===== config.mk =====
export PLATFORM = sky130hd
export DESIGN_NAME = irq_flag_enable_bank
export DESIGN_NICKNAME = d
export VERILOG_FILES = /design/src/shared/irq_bank_pkg.sv /design/src/design/flag_bits.sv /design/src/design/axil_port.sv /design/src/design/irq_flag_enable_bank.sv
export SDC_FILE = /design/constraint.sdc
export NUM_CORES = 1
export LEC_CHECK = 0
export ABC_CLOCK_PERIOD_IN_PS = 2500
export BUFFER_PORTS_ARGS = -buffer_cell sky130_fd_sc_hd__buf_2
export CORE_UTILIZATION = 45
export CTS_CLUSTER_DIAMETER = 50
export CTS_CLUSTER_SIZE = 28
export DETAILED_ROUTE_END_ITERATION = 10
export PLACE_DENSITY_LB_ADDON = 0.08
export SETUP_SLACK_MARGIN = 0.5
export SYNTH_ARGS = -nofsm -noshare
export SYNTH_HDL_FRONTEND = slang
export SYNTH_SLANG_ARGS = --single-unit
export TNS_END_PERCENT = 100

===== constraint.sdc =====
create_clock -name core_clk -period 2.5 [get_ports core_clk]
set_clock_uncertainty 0.2 [all_clocks]
set_input_delay 0.5 -clock core_clk [delete_from_list [all_inputs] [get_ports core_clk]]
set_output_delay 0.5 -clock core_clk [all_outputs]
set_load 0.005 [all_outputs]

===== src/shared/irq_bank_pkg.sv =====
/*
  Constants for the interrupt flag and enable bank: register byte
  offsets, implemented-bit masks, reset values and bus answers.
  Assumes a 32-bit AXI4-Lite register bus with 8-bit addresses.
*/
package irq_bank_pkg;
  // ----------------------------------------------------------------
  // Bus shape
  // ----------------------------------------------------------------
  localparam int          ADDR_W        = 8;
  localparam int          DATA_W        = 32;
  localparam int          REG_W         = 16;
  localparam logic [1:0]  RESP_OKAY     = 2'h0;
  localparam logic [1:0]  RESP_SLVERR   = 2'h2;
  // ----------------------------------------------------------------
  // Register byte offsets
  // ----------------------------------------------------------------
  localparam logic [7:0]  OFF_FLAGS_1   = 8'h00;
  localparam logic [7:0]  OFF_FLAGS_3   = 8'h04;
  localparam logic [7:0]  OFF_FLAGS_4   = 8'h08;
  localparam logic [7:0]  OFF_ENABLES_0 = 8'h0c;
  localparam logic [7:0]  OFF_ENABLES_1 = 8'h10;
  localparam logic [7:0]  OFF_ENABLES_3 = 8'h14;
  localparam logic [7:0]  OFF_ENABLES_4 = 8'h18;
  localparam logic [7:0]  OFF_PRIO      = 8'h1c;
  localparam logic [7:0]  OFF_STATUS    = 8'h20;
  localparam logic [7:0]  OFF_MASK      = 8'h24;
  // ----------------------------------------------------------------
  // Implemented bits (1 = implemented, others read zero)
  // Flags 1: tx 15, rx 14, ext two 13, ext one 4, change 3,
  // comparator 2, i2c master 1, i2c slave 0.
  // Flags 3: rtcc 14. Flags 4: charge 13, voltage 8, crc 3,
  // uart b error 2, uart a error 1.
  // Enables 0: nvm 15, adc 13, tx 12, rx 11, spi 10, fault 9,
  // timers 8 and 7, timer one 3, compare 2, capture 1, ext zero 0.
  // ----------------------------------------------------------------
  localparam logic [15:0] IMPL_FLAGS_1  = 16'he01f;
  localparam logic [15:0] IMPL_FLAGS_3  = 16'h4000;
  localparam logic [15:0] IMPL_FLAGS_4  = 16'h210e;
  localparam logic [15:0] IMPL_EN_0     = 16'hbf8f;
  localparam logic [15:0] RST_REG       = 16'h0000;
  // ----------------------------------------------------------------
  // Priority fields: three bits per group, zero disables the group
  // ----------------------------------------------------------------
  localparam int          PRIO_W        = 3;
  localparam int          NGRP          = 4;
  localparam int          GRP_0         = 0;
  localparam int          GRP_1         = 1;
  localparam int          GRP_3         = 2;
  localparam int          GRP_4         = 3;
  localparam logic [2:0]  PRIO_OFF      = 3'h0;
  localparam logic [11:0] RST_PRIO      = 12'h924;
  localparam logic [3:0]  RST_NIB       = 4'h0;
endpackage


===== src/design/flag_bits.sv =====
/*
  One sticky flag register: hardware set per bit, software write per
  byte lane, unimplemented bits held at zero.
  Assumes set pulses come from logic on core_clk.
*/
`timescale 1ns/1ps
`default_nettype none
module flag_bits
  import irq_bank_pkg::*;
#(
  parameter int          W    = 16,
  parameter logic [15:0] IMPL = 16'hffff
)(
  input  wire logic          core_clk,
  input  wire logic          nrst,
  input  wire logic [W-1:0]  set,
  input  wire logic          wr_en,
  input  wire logic [W-1:0]  wdata,
  input  wire logic [1:0]    wstrb,
  output logic      [W-1:0]  q
);
  typedef struct packed {
    logic [W-1:0] bits_ff;        // Flag bits.
  } state_t;
  state_t       cur;              // Registered state.
  state_t       nxt;              // Next state.
  logic [W-1:0] nxt_bits;         // Per-bit next values.
  // ----------------------------------------------------------------
  // Per-bit update
  // ----------------------------------------------------------------
  // A set in the same cycle as a software clear wins, so no event is
  // ever lost while software acknowledges an older one.
  for (genvar i = 0; i < W; i++)
  begin : g_bit
    if (IMPL[i])
    begin : g_impl
      assign nxt_bits[i] = set[i] |
        ((wr_en && wstrb[i/8]) ? wdata[i] : cur.bits_ff[i]);
    end
    else
    begin : g_none
      assign nxt_bits[i] = 1'b0;
    end
  end
  // Next-state copy.
  always_comb
  begin
    nxt         = cur;
    nxt.bits_ff = nxt_bits;
  end
  // State register, cleared at reset.
  always_ff @(posedge core_clk or negedge nrst)
  begin
    if (!nrst)
      cur <= '0;
    else
      cur <= nxt;
  end
  assign q = cur.bits_ff;
endmodule // flag_bits
`default_nettype wire


===== src/design/axil_port.sv =====
/*
  AXI4-Lite slave front end: one write and one read in flight,
  address and data taken in either order.
  Assumes the register side answers rd_data and the ok flags
  combinationally from the addresses it is given.
*/
`timescale 1ns/1ps
`default_nettype none
module axil_port
  import irq_bank_pkg::*;
(
  input  wire logic              core_clk,
  input  wire logic              nrst,
  input  wire logic [ADDR_W-1:0] s_awaddr,
  input  wire logic              s_awvalid,
  output logic                   s_awready,
  input  wire logic [DATA_W-1:0] s_wdata,
  input  wire logic [3:0]        s_wstrb,
  input  wire logic              s_wvalid,
  output logic                   s_wready,
  output logic [1:0]             s_bresp,
  output logic                   s_bvalid,
  input  wire logic              s_bready,
  input  wire logic [ADDR_W-1:0] s_araddr,
  input  wire logic              s_arvalid,
  output logic                   s_arready,
  output logic [DATA_W-1:0]      s_rdata,
  output logic [1:0]             s_rresp,
  output logic                   s_rvalid,
  input  wire logic              s_rready,
  output logic                   wr_en,
  output logic [ADDR_W-1:0]      wr_addr,
  output logic [DATA_W-1:0]      wr_data,
  output logic [3:0]             wr_strb,
  input  wire logic              wr_ok,
  output logic [ADDR_W-1:0]      rd_addr,
  input  wire logic [DATA_W-1:0] rd_data,
  input  wire logic              rd_ok
);
  typedef struct packed {
    logic              aw_got;    // Write address held.
    logic              w_got;     // Write data held.
    logic [ADDR_W-1:0] awaddr;    // Held write address.
    logic [DATA_W-1:0] wdata;     // Held write data.
    logic [3:0]        wstrb;     // Held byte strobes.
    logic              bvalid;    // Write answer pending.
    logic [1:0]        bresp;     // Write answer code.
    logic              rvalid;    // Read answer pending.
    logic [1:0]        rresp;     // Read answer code.
    logic [DATA_W-1:0] rdata;     // Read answer data.
  } state_t;
  state_t cur;                    // Registered state.
  state_t nxt;                    // Next state.
  logic   rd_take;                // Read address taken now.
  // Ready terms hold off new requests until the answer is taken.
  assign s_awready = !cur.aw_got && !cur.bvalid;
  assign s_wready  = !cur.w_got && !cur.bvalid;
  assign s_arready = !cur.rvalid;
  assign rd_take   = s_arvalid && s_arready;
  assign wr_en     = cur.aw_got && cur.w_got;
  assign wr_addr   = cur.awaddr;
  assign wr_data   = cur.wdata;
  assign wr_strb   = cur.wstrb;
  assign rd_addr   = s_araddr;
  // ----------------------------------------------------------------
  // Channel sequencing
  // ----------------------------------------------------------------
  always_comb
  begin
    nxt = cur;
    if (s_awvalid && s_awready)
    begin
      nxt.aw_got = 1'b1;
      nxt.awaddr = s_awaddr;
    end
    if (s_wvalid && s_wready)
    begin
      nxt.w_got = 1'b1;
      nxt.wdata = s_wdata;
      nxt.wstrb = s_wstrb;
    end
    // Unmapped addresses answer SLVERR and change nothing.
    if (wr_en)
    begin
      nxt.aw_got = 1'b0;
      nxt.w_got  = 1'b0;
      nxt.bvalid = 1'b1;
      nxt.bresp  = wr_ok ? RESP_OKAY : RESP_SLVERR;
    end
    else if (cur.bvalid && s_bready)
      nxt.bvalid = 1'b0;
    if (rd_take)
    begin
      nxt.rvalid = 1'b1;
      nxt.rresp  = rd_ok ? RESP_OKAY : RESP_SLVERR;
      nxt.rdata  = rd_ok ? rd_data : '0;
    end
    else if (cur.rvalid && s_rready)
      nxt.rvalid = 1'b0;
  end
  // State register.
  always_ff @(posedge core_clk or negedge nrst)
  begin
    if (!nrst)
      cur <= '0;
    else
      cur <= nxt;
  end
  assign s_bvalid = cur.bvalid;
  assign s_bresp  = cur.bresp;
  assign s_rvalid = cur.rvalid;
  assign s_rresp  = cur.rresp;
  assign s_rdata  = cur.rdata;
endmodule // axil_port
`default_nettype wire


===== src/design/irq_flag_enable_bank.sv =====
/*
  Interrupt flag and enable bank: three sticky flag registers, four
  enable registers, group priorities and a summary interrupt.
  Assumes event pulses and the outside flag word come from logic on
  core_clk; requests feed a priority resolver elsewhere.
*/
// What this block does
// Flags 1 top bits: tx 15, rx 14, ext 13.
// Flags 1 low bits: ext4, change3, cmp2, i2c1/0.
// Unimplemented bits read zero, writes ignored.
// Flags set by events, software read/write, reset zero.
// Flag one means a request is pending.
// Flags 3 holds only the rtcc flag, bit 14.
// Flags 4: charge unit 13, voltage detect 8.
// Flags 4: crc 3, uart errors 2,1.
// Enable one permits, zero blocks; reset zero.
// Enables 0 upper byte source placement.
// Enables 0 lower byte placement, bits 6-4 empty.
// Three-bit priority; zero disables the source.
// Request only while flag and enable both set.
// Software clears by writing zero; set wins.
`timescale 1ns/1ps
`default_nettype none
module irq_flag_enable_bank
  import irq_bank_pkg::*;
(
  input  wire logic              core_clk,
  input  wire logic              nrst,
  input  wire logic [ADDR_W-1:0] s_awaddr,
  input  wire logic              s_awvalid,
  output logic                   s_awready,
  input  wire logic [DATA_W-1:0] s_wdata,
  input  wire logic [3:0]        s_wstrb,
  input  wire logic              s_wvalid,
  output logic                   s_wready,
  output logic [1:0]             s_bresp,
  output logic                   s_bvalid,
  input  wire logic              s_bready,
  input  wire logic [ADDR_W-1:0] s_araddr,
  input  wire logic              s_arvalid,
  output logic                   s_arready,
  output logic [DATA_W-1:0]      s_rdata,
  output logic [1:0]             s_rresp,
  output logic                   s_rvalid,
  input  wire logic              s_rready,
  input  wire logic [REG_W-1:0]  ev_flags_1,
  input  wire logic [REG_W-1:0]  ev_flags_3,
  input  wire logic [REG_W-1:0]  ev_flags_4,
  input  wire logic [REG_W-1:0]  ext_flags_0,
  output logic [REG_W-1:0]       req_0,
  output logic [REG_W-1:0]       req_1,
  output logic [REG_W-1:0]       req_3,
  output logic [REG_W-1:0]       req_4,
  output logic [11:0]            prio_levels,
  output logic                   irq
);
  // ----------------------------------------------------------------
  // State
  // ----------------------------------------------------------------
  typedef struct packed {
    logic [REG_W-1:0] en0_ff;     // Enables for outside flags.
    logic [REG_W-1:0] en1_ff;     // Enables for flags 1.
    logic [REG_W-1:0] en3_ff;     // Enables for flags 3.
    logic [REG_W-1:0] en4_ff;     // Enables for flags 4.
    logic [11:0]      prio_ff;    // Group priorities.
    logic [NGRP-1:0]  status_ff;  // Sticky group events.
    logic [NGRP-1:0]  mask_ff;    // Interrupt mask.
    logic [NGRP-1:0]  any_ff;     // Group request last cycle.
  } state_t;
  state_t           cur;          // Registered state.
  state_t           nxt;          // Next state.
  logic             wr_en;        // Register write strobe.
  logic [7:0]       wr_addr;      // Register write address.
  logic [31:0]      wr_data;      // Register write data.
  logic [3:0]       wr_strb;      // Register write strobes.
  logic             wr_ok;        // Write address is mapped.
  logic [7:0]       rd_addr;      // Register read address.
  logic [31:0]      rd_data;      // Register read data.
  logic             rd_ok;        // Read address is mapped.
  logic [15:0]      lane;         // Byte-lane bit mask.
  logic [15:0]      flags_1;      // Flags 1 contents.
  logic [15:0]      flags_3;      // Flags 3 contents.
  logic [15:0]      flags_4;      // Flags 4 contents.
  logic [NGRP-1:0]  grp_on;       // Group priority not zero.
  logic [NGRP-1:0]  grp_any;      // Group has a live request.

  // ----------------------------------------------------------------
  // Register bus
  // ----------------------------------------------------------------
  axil_port u_port (
    .core_clk  (core_clk),
    .nrst      (nrst),
    .s_awaddr  (s_awaddr),
    .s_awvalid (s_awvalid),
    .s_awready (s_awready),
    .s_wdata   (s_wdata),
    .s_wstrb   (s_wstrb),
    .s_wvalid  (s_wvalid),
    .s_wready  (s_wready),
    .s_bresp   (s_bresp),
    .s_bvalid  (s_bvalid),
    .s_bready  (s_bready),
    .s_araddr  (s_araddr),
    .s_arvalid (s_arvalid),
    .s_arready (s_arready),
    .s_rdata   (s_rdata),
    .s_rresp   (s_rresp),
    .s_rvalid  (s_rvalid),
    .s_rready  (s_rready),
    .wr_en     (wr_en),
    .wr_addr   (wr_addr),
    .wr_data   (wr_data),
    .wr_strb   (wr_strb),
    .wr_ok     (wr_ok),
    .rd_addr   (rd_addr),
    .rd_data   (rd_data),
    .rd_ok     (rd_ok)
  );
  // Only the two low byte lanes carry register bits.
  assign lane = {{8{wr_strb[1]}}, {8{wr_strb[0]}}};
  // ----------------------------------------------------------------
  // Flag registers
  // ----------------------------------------------------------------
  flag_bits #(.W(REG_W), .IMPL(IMPL_FLAGS_1)) u_flags_1 (
    .core_clk (core_clk),
    .nrst     (nrst),
    .set      (ev_flags_1 & IMPL_FLAGS_1),
    .wr_en    (wr_en && wr_addr == OFF_FLAGS_1),
    .wdata    (wr_data[15:0]),
    .wstrb    (wr_strb[1:0]),
    .q        (flags_1)
  );
  flag_bits #(.W(REG_W), .IMPL(IMPL_FLAGS_3)) u_flags_3 (
    .core_clk (core_clk),
    .nrst     (nrst),
    .set      (ev_flags_3 & IMPL_FLAGS_3),
    .wr_en    (wr_en && wr_addr == OFF_FLAGS_3),
    .wdata    (wr_data[15:0]),
    .wstrb    (wr_strb[1:0]),
    .q        (flags_3)
  );
  flag_bits #(.W(REG_W), .IMPL(IMPL_FLAGS_4)) u_flags_4 (
    .core_clk (core_clk),
    .nrst     (nrst),
    .set      (ev_flags_4 & IMPL_FLAGS_4),
    .wr_en    (wr_en && wr_addr == OFF_FLAGS_4),
    .wdata    (wr_data[15:0]),
    .wstrb    (wr_strb[1:0]),
    .q        (flags_4)
  );
  // ----------------------------------------------------------------
  // Requests toward priority resolution
  // ----------------------------------------------------------------
  // A zero priority silences the whole group, flags still latch.
  always_comb
  begin
    for (int g = 0; g < NGRP; g++)
      grp_on[g] = cur.prio_ff[g*PRIO_W +: PRIO_W] != PRIO_OFF;
  end
  // A request stands only while both flag and enable are one.
  assign req_0 = ext_flags_0 & cur.en0_ff & {16{grp_on[GRP_0]}};
  assign req_1 = flags_1 & cur.en1_ff & {16{grp_on[GRP_1]}};
  assign req_3 = flags_3 & cur.en3_ff & {16{grp_on[GRP_3]}};
  assign req_4 = flags_4 & cur.en4_ff & {16{grp_on[GRP_4]}};
  assign grp_any = {|req_4, |req_3, |req_1, |req_0};
  assign prio_levels = cur.prio_ff;
  // Summary line is high while any unmasked status bit stands.
  assign irq = |(cur.status_ff & cur.mask_ff);
  // ----------------------------------------------------------------
  // Software-visible registers
  // ----------------------------------------------------------------
  // Writes merge by byte lane; implemented masks drop writes to
  // empty positions so they always read zero.
  always_comb
  begin
    nxt        = cur;
    nxt.any_ff = grp_any;
    if (wr_en)
    begin
      unique case (wr_addr)
        OFF_ENABLES_0:
          nxt.en0_ff = ((cur.en0_ff & ~lane) | (wr_data[15:0] & lane))
                       & IMPL_EN_0;
        OFF_ENABLES_1:
          nxt.en1_ff = ((cur.en1_ff & ~lane) | (wr_data[15:0] & lane))
                       & IMPL_FLAGS_1;
        OFF_ENABLES_3:
          nxt.en3_ff = ((cur.en3_ff & ~lane) | (wr_data[15:0] & lane))
                       & IMPL_FLAGS_3;
        OFF_ENABLES_4:
          nxt.en4_ff = ((cur.en4_ff & ~lane) | (wr_data[15:0] & lane))
                       & IMPL_FLAGS_4;
        OFF_PRIO:
          nxt.prio_ff = (cur.prio_ff & ~lane[11:0])
                        | (wr_data[11:0] & lane[11:0]);
        OFF_STATUS:
          if (wr_strb[0])
            nxt.status_ff = cur.status_ff & ~wr_data[3:0];
        OFF_MASK:
          if (wr_strb[0])
            nxt.mask_ff = wr_data[3:0];
        default:
          nxt.any_ff = grp_any;
      endcase
    end
    // A group that starts requesting is latched, winning over a
    // write-one clear in the same cycle.
    nxt.status_ff = nxt.status_ff | (grp_any & ~cur.any_ff);
  end
  // Decode of mapped addresses.
  assign wr_ok = wr_addr inside {OFF_FLAGS_1, OFF_FLAGS_3, OFF_FLAGS_4,
    OFF_ENABLES_0, OFF_ENABLES_1, OFF_ENABLES_3, OFF_ENABLES_4,
    OFF_PRIO, OFF_STATUS, OFF_MASK};
  assign rd_ok = rd_addr inside {OFF_FLAGS_1, OFF_FLAGS_3, OFF_FLAGS_4,
    OFF_ENABLES_0, OFF_ENABLES_1, OFF_ENABLES_3, OFF_ENABLES_4,
    OFF_PRIO, OFF_STATUS, OFF_MASK};
  // Read mux; upper bits of every word read zero.
  always_comb
  begin
    rd_data = '0;
    unique case (rd_addr)
      OFF_FLAGS_1:   rd_data[15:0] = flags_1;
      OFF_FLAGS_3:   rd_data[15:0] = flags_3;
      OFF_FLAGS_4:   rd_data[15:0] = flags_4;
      OFF_ENABLES_0: rd_data[15:0] = cur.en0_ff;
      OFF_ENABLES_1: rd_data[15:0] = cur.en1_ff;
      OFF_ENABLES_3: rd_data[15:0] = cur.en3_ff;
      OFF_ENABLES_4: rd_data[15:0] = cur.en4_ff;
      OFF_PRIO:      rd_data[11:0] = cur.prio_ff;
      OFF_STATUS:    rd_data[3:0]  = cur.status_ff;
      OFF_MASK:      rd_data[3:0]  = cur.mask_ff;
      default:       rd_data       = '0;
    endcase
  end
  // State register; priorities come up at a mid level.
  always_ff @(posedge core_clk or negedge nrst)
  begin
    if (!nrst)
    begin
      cur           <= '0;
      cur.prio_ff   <= RST_PRIO;
      cur.status_ff <= RST_NIB;
    end
    else
      cur <= nxt;
  end
  // ----------------------------------------------------------------
  // Checks
  // ----------------------------------------------------------------
  logic full_wr;                  // Full-strobe write now.
  assign full_wr = wr_en && wr_strb == 4'hf;
endmodule // irq_flag_enable_bank
`default_nettype wire


; ---- After elaboration in Yosys (flattened, before gate mapping)
; Index checks and enable logic that the tools add are counted.
[totals]
word_cells = 156
output_inout_bits = 118
reg_bits = 130
in_bits = 123
[op_classes]
muxes = 32
n_reduce_logical = 43
n_eq_ne = 18
bitwise = 42
[op_table]
columns = cell, count
row1 = $and A16 B16 Y16, 7
row2 = $eq A8 B5 Y1 const B, 8
row3 = $reduce_or A16 Y1, 4
row4 = $pmux W8 S6, 1
row5 = $eq A8 B4 Y1 const B, 4
row6 = $eq A8 B6 Y1 const B, 4
row7 = $or A16 B16 Y16, 2
row8 = $pmux W4 S8, 1
row9 = $and A15 B15 Y15, 2
row10 = $and A14 B14 Y14, 2
row11 = $pmux W4 S7, 1
row12 = $and A12 B12 Y12, 2
row13 = $mux W1, 20
row14 = $reduce_bool A10 Y1, 2
row15 = $and A14 B16 Y16, 1
row16 = $and A15 B16 Y16, 1
row17 = $eq A8 B3 Y1 const B, 2
row18 = $logic_and A1 B1 Y1, 16
row19 = $logic_not A8 Y1, 2
row20 = $mux W16, 1
row21 = $mux W4, 4
row22 = $not A16 Y16, 1
row23 = $or A15 B15 Y15, 1
row24 = $or A1 B1 Y1, 14
row25 = other kinds (14), 32

; ---- Logic depth before layout (Yosys ltp)
[depth]
ltp_word = 6
depth_mapped = 6
depth_no_buf = 4

; ---- Cells and area by module
; A second synthesis with hierarchy kept.
[unflattened]
cells_unflattened = 808
area_unflattened_um2 = 8583.2
[modules_own_cells]
columns = mod, area_each_um2, seq_area_each_um2, n_inst, cells_each
row1 = axil_port, 4111.4, 2052.0, 1, 341
row2 = irq_flag_enable_bank, 3614.7, 1256.2, 1, 384
row3 = flag_bits (u_flags_1), 404.1, 200.2, 1, 35
row4 = flag_bits (u_flags_4), 294.0, 125.1, 1, 29
row5 = flag_bits (u_flags_3), 158.9, 25.0, 1, 19

; ---- Worst setup path before layout
; Ideal clock, no wire load.
[synth_timing]
path_kind = register to register
from = register u_port.cur (netlist bit u_port.wr_addr[1])
to = register u_flags_1.cur (netlist bit u_flags_1.q[0])
setup_ns = 0.124
path_slack_ns = 0.418
arrival_ns = 1.758
path_stages_with_launch = 5
synth_period_minus_slack_ns = 2.082
path_cell_list = dfrtp_1 > or4_4 > nor4_4 > nor2b_1 > a211o_1
[synth_lines]
columns = item, line_no
row1 = from (decl), axil_port.sv:52  ; state_t cur;
row2 = from (signal assigned), axil_port.sv:107  ; cur <= nxt;
row3 = to (signal assigned), flag_bits.sv:57  ; cur <= nxt;
row4 = to (decl), flag_bits.sv:25  ; state_t cur;

==> run summary <==
The maximum clock rate is approximately 470 MHz. The post-synthesis sequential element count came out at approximately 110. The overall power after layout is roughly 5.4 mW.

The number of cell rows is 41. STA classifies the critical path endpoint as a primary output. For flop-to-flop paths, the worst setup slack is 0.47 ns. The setup TNS came out at 0 ns. The final-layout worst hold slack came out at ~0.13 ns.

The final weighted congestion of routability-driven global placement is 0.8670. The worst-case IR drop observed on VDD is between 0.6 and 0.7 mV. The root buffer cell chosen for the clock tree is sky130_fd_sc_hd__clkbuf_16. The clock-pin slew on the worst setup and hold paths is roughly 0.070 ns. The clock latency on the worst-skew pair came out at about 0.35 ns. In this run the deepest clock path goes through 2 buffers. For this run, the slowest stage of the critical path takes 0.43 ns.

After global routing the overflow that remains totals 0. between 200 and 250 I/O pins were placed. The estimated wirelength of the detail-placed design is between 10,000 and 15,000 um. The via count of the first global-routing pass came out at roughly 4,200. The residual DRC count came out at 0. The tool flagged a number of max-cap violations equal to 0. The number of hold violations in the final report is 0. The detail route stage leaves a number of antenna-violating nets equal to 0. The count of nets after finishing is about 800.

The hold path startpoint is s_rready. The number of cells traversed by the worst hold path came out at 2. The fraction of layout instances using a drive strength above 1 is 43.86%. The H-tree generated during clock tree synthesis spans 3 levels. The static leakage is roughly 3.4 nW. At the pin with the least slew margin, the transition time is 0.5982 ns. The cell area power density is 764.8 nW/um2. The maximum number of pins on one net before global-route repair came out at 44. Counting cells, the worst reg-to-reg path comes to 5. Measured on the finished design, the core utilization comes to between 50% and 60%. The most repeated cell in the gate-level netlist after synthesis is sky130_fd_sc_hd__dfrtp_1. The number of enable-type register cells in the synthesized netlist came out at 0.

The iteration count of the initial detailed-routing pass is 6. The core area is ~13,000 um2. TritonCTS built the clock tree. The worst-path maximum fanout came out at 6. A synthesized cell averages around 11 um2. The first-pass GRT wire length came out at between 20,000 and 25,000 um. The beginning of the worst register-to-register path is u_port.wr_addr[0]. The overall die width is 116.7 um. The synthesized netlist occupies a cell area of 5918 um2. Counting instances in the post-synthesis netlist gives the leading cell types as sky130_fd_sc_hd__dfrtp_1 (108), sky130_fd_sc_hd__buf_4 (87), sky130_fd_sc_hd__mux2_2 (68), sky130_fd_sc_hd__nand2_1 (58), sky130_fd_sc_hd__nor2_1 (44). Setup repair after global routing could not meet its margin everywhere. Synthesis handed over a netlist of roughly 560 instances.

The fraction of the cycle the final worst path needs came out at a little over four fifths. The critical path required time came out at roughly 1.8 ns. The area growth from synthesis to layout is 20.17%. The mean routed wirelength per cell is between 15 and 20 um. Yosys attributes the largest share of cell area to sky130_fd_sc_hd__dfrtp_1 (46%), sky130_fd_sc_hd__mux2_2 (13%), sky130_fd_sc_hd__buf_4 (11%), sky130_fd_sc_hd__nand2_1 (3.7%), sky130_fd_sc_hd__nor2_1 (2.8%). The die footprint is between 10,000 and 15,000 um2. The iteration-0 DRC count of the detailed router is 307. The number of warnings printed during yosys synthesis is 0. The flow ran to the end, and the final reports show no timing, DRC or antenna violations. In this run the tool buffered the top-level ports with 128 buffer cells.

In the synthesized netlist the dominant register cell turns out to be sky130_fd_sc_hd__dfrtp_1. The TritonCTS buffer count is 9. The kind of critical path is register to primary output. From bottom edge to top edge, the die measures ~120 um. The diode insertion count for antenna repair came out at 0. The worst register-to-register path ends at u_flags_1.q[0]. The total routing usage reported by global routing is a little under a quarter. Clock tree synthesis found a total of about 110 sinks. The starting utilization of the core area came out at a little under half. Walking the worst path, the cells encountered are nor3_4 -> buf_6 -> buf_6 -> nor2_1 -> buf_2. The count of pins over their slew limit came to 0.

The area share of the largest cell type after synthesis is between 40% and 50%. The initial antenna violation count is 0. The arrival time of the worst setup path came out at around 1.4 ns. The per-cell via count in the routed design is 5.209. The final layout contains routed wiring with a total length of about 15,000 um. The worst relative slew slack came out at between 60% and 70%. Subtracting the final worst setup slack from the clock period gives 2.120 ns. The vias after detailed routing came out at 4,459.

The slowest stage of the critical path belongs to the cell sky130_fd_sc_hd__dfrtp_2. The sequential area share after synthesis came out at between 40% and 50%. The share of flip-flops with an asynchronous set or reset after synthesis came out at 100.0%. The path class of the tightest hold or removal check is primary input to register. Of all cell types, the one taking the most synthesized area is sky130_fd_sc_hd__dfrtp_1. Synthesis instantiated 57 different standard cells from the library. The final number of setup-violating endpoints came out at 0. The worst setup path is launched from a register. The most used cell along the critical path is sky130_fd_sc_hd__buf_6. The endpoint of the worst hold-timing path is u_port.s_rvalid.
-- what timing repair did --
item                                   in CTS  in global routing
hold buffers                                1                  0
setup endpoints to repair                  46                 76
pin swaps                                  19                 14
buffers inserted                           13                  4
endpoints found under the hold margin      38                  0
cloned                                      3                  0
resized for setup                          33                 33
-- report_power, final --
part | total [mW] | switching (mW) | leakage [nW] | internal (mW)
sequential | 2.61 | 0.444 | 1.38 | 2.16
combinational | 1.31 | 0.630 | 1.83 | 0.679
clock | 1.52 | 0.647 | 0.153 | 0.876
total | 5.44 | 1.72 | 3.37 | 3.72
-- critical path: cells and delay by family (launching register included) --
family                 cells  cell delay [ns]
flip-flops                 1             0.43
buffers and inverters      3             0.39
AND/OR/NAND/NOR            2             0.25
-- final cells by class --
type                            count  area, um2
Timing Repair Buffer              163      947.2
Clock buffer                       10      229.0
Inverter                           13      48.80
Clock inverter                      5      82.58
Fill cell                        1155       5610
Sequential cell                   112       2820
Multi-Input combinational cell    381       2769
Tap cell                          172      215.2
-- layout by cell type, fill, tap and decap left out, types with 4 or more instances in the layout --
| master | instances |
|---|---|
| sky130_fd_sc_hd__nand3_1 | 8 |
| sky130_fd_sc_hd__buf_2 | 127 |
| sky130_fd_sc_hd__conb_1 | 56 |
| sky130_fd_sc_hd__nand2_1 | 55 |
| sky130_fd_sc_hd__a22o_1 | 4 |
| sky130_fd_sc_hd__nor3_1 | 4 |
| sky130_fd_sc_hd__a211o_1 | 13 |
| sky130_fd_sc_hd__nor2b_1 | 10 |
| sky130_fd_sc_hd__nor2_4 | 10 |
| sky130_fd_sc_hd__a32o_1 | 4 |
| sky130_fd_sc_hd__and2_1 | 4 |
| sky130_fd_sc_hd__a22oi_1 | 4 |
| sky130_fd_sc_hd__nor2_1 | 31 |
| sky130_fd_sc_hd__clkbuf_16 | 9 |
| sky130_fd_sc_hd__inv_1 | 13 |
| sky130_fd_sc_hd__mux2i_1 | 14 |
| sky130_fd_sc_hd__dfstp_2 | 4 |
| sky130_fd_sc_hd__dfrtp_2 | 10 |
| sky130_fd_sc_hd__buf_4 | 27 |
| sky130_fd_sc_hd__buf_6 | 7 |
| sky130_fd_sc_hd__mux2_2 | 68 |
| sky130_fd_sc_hd__a31oi_1 | 5 |
| sky130_fd_sc_hd__and3_1 | 4 |
| sky130_fd_sc_hd__dfrtp_1 | 98 |
| sky130_fd_sc_hd__o21ai_0 | 17 |
-- how the worst max path moves through the flow --
stage                 from                end  slack, ns  cells past startpoint
3_5_place_dp   s_araddr[3]  u_port.s_rdata[0]       0.20                      5
4_1_cts           register           req_0[1]       0.39                      4
3_3_place_gp   s_araddr[3]  u_port.s_rdata[0]       0.26                      5
5_1_grt           register           req_0[7]       0.34                      5
6_report          register           req_0[7]       0.38                      5
2_1_floorplan  s_araddr[3]  u_port.s_rdata[0]       0.51                      5
-- cells by family after synthesis --
group                  after synthesis  synth area share [%]
multiplexers                        84                 16.07
buffers and inverters              121                 13.23
flip-flops                         112                 47.44
AND/OR/NAND/NOR                    169                 14.40
other                                1               0.06336
AO/OA/AOI/OAI                       71                 8.795
-- metrics by stage --
| stage | instance area (um2) | setup WS [ns] | instances |
|---|---|---|---|
| floorplan | 6125 | 0.5060 | 613 |
| global placement | 6379 | 0.2575 | 820 |
| detailed placement | 6379 | 0.1975 | 820 |
| CTS | 6950 | 0.3887 | 852 |
| global route | 7112 | 0.3361 | 856 |
| finish | 7112 | 0.3798 | 856 |
-- routing by layer --
metal	GRT usage (%)	wire length, um	vias up
li1	-	-	2071
met5	0	0	-
met2	38.15	7253	187
met1	32.09	6731	2195
met3	3.736	1019	6
met4	5.485	102	0
Note: power is estimated with default switching activity, not from simulation.
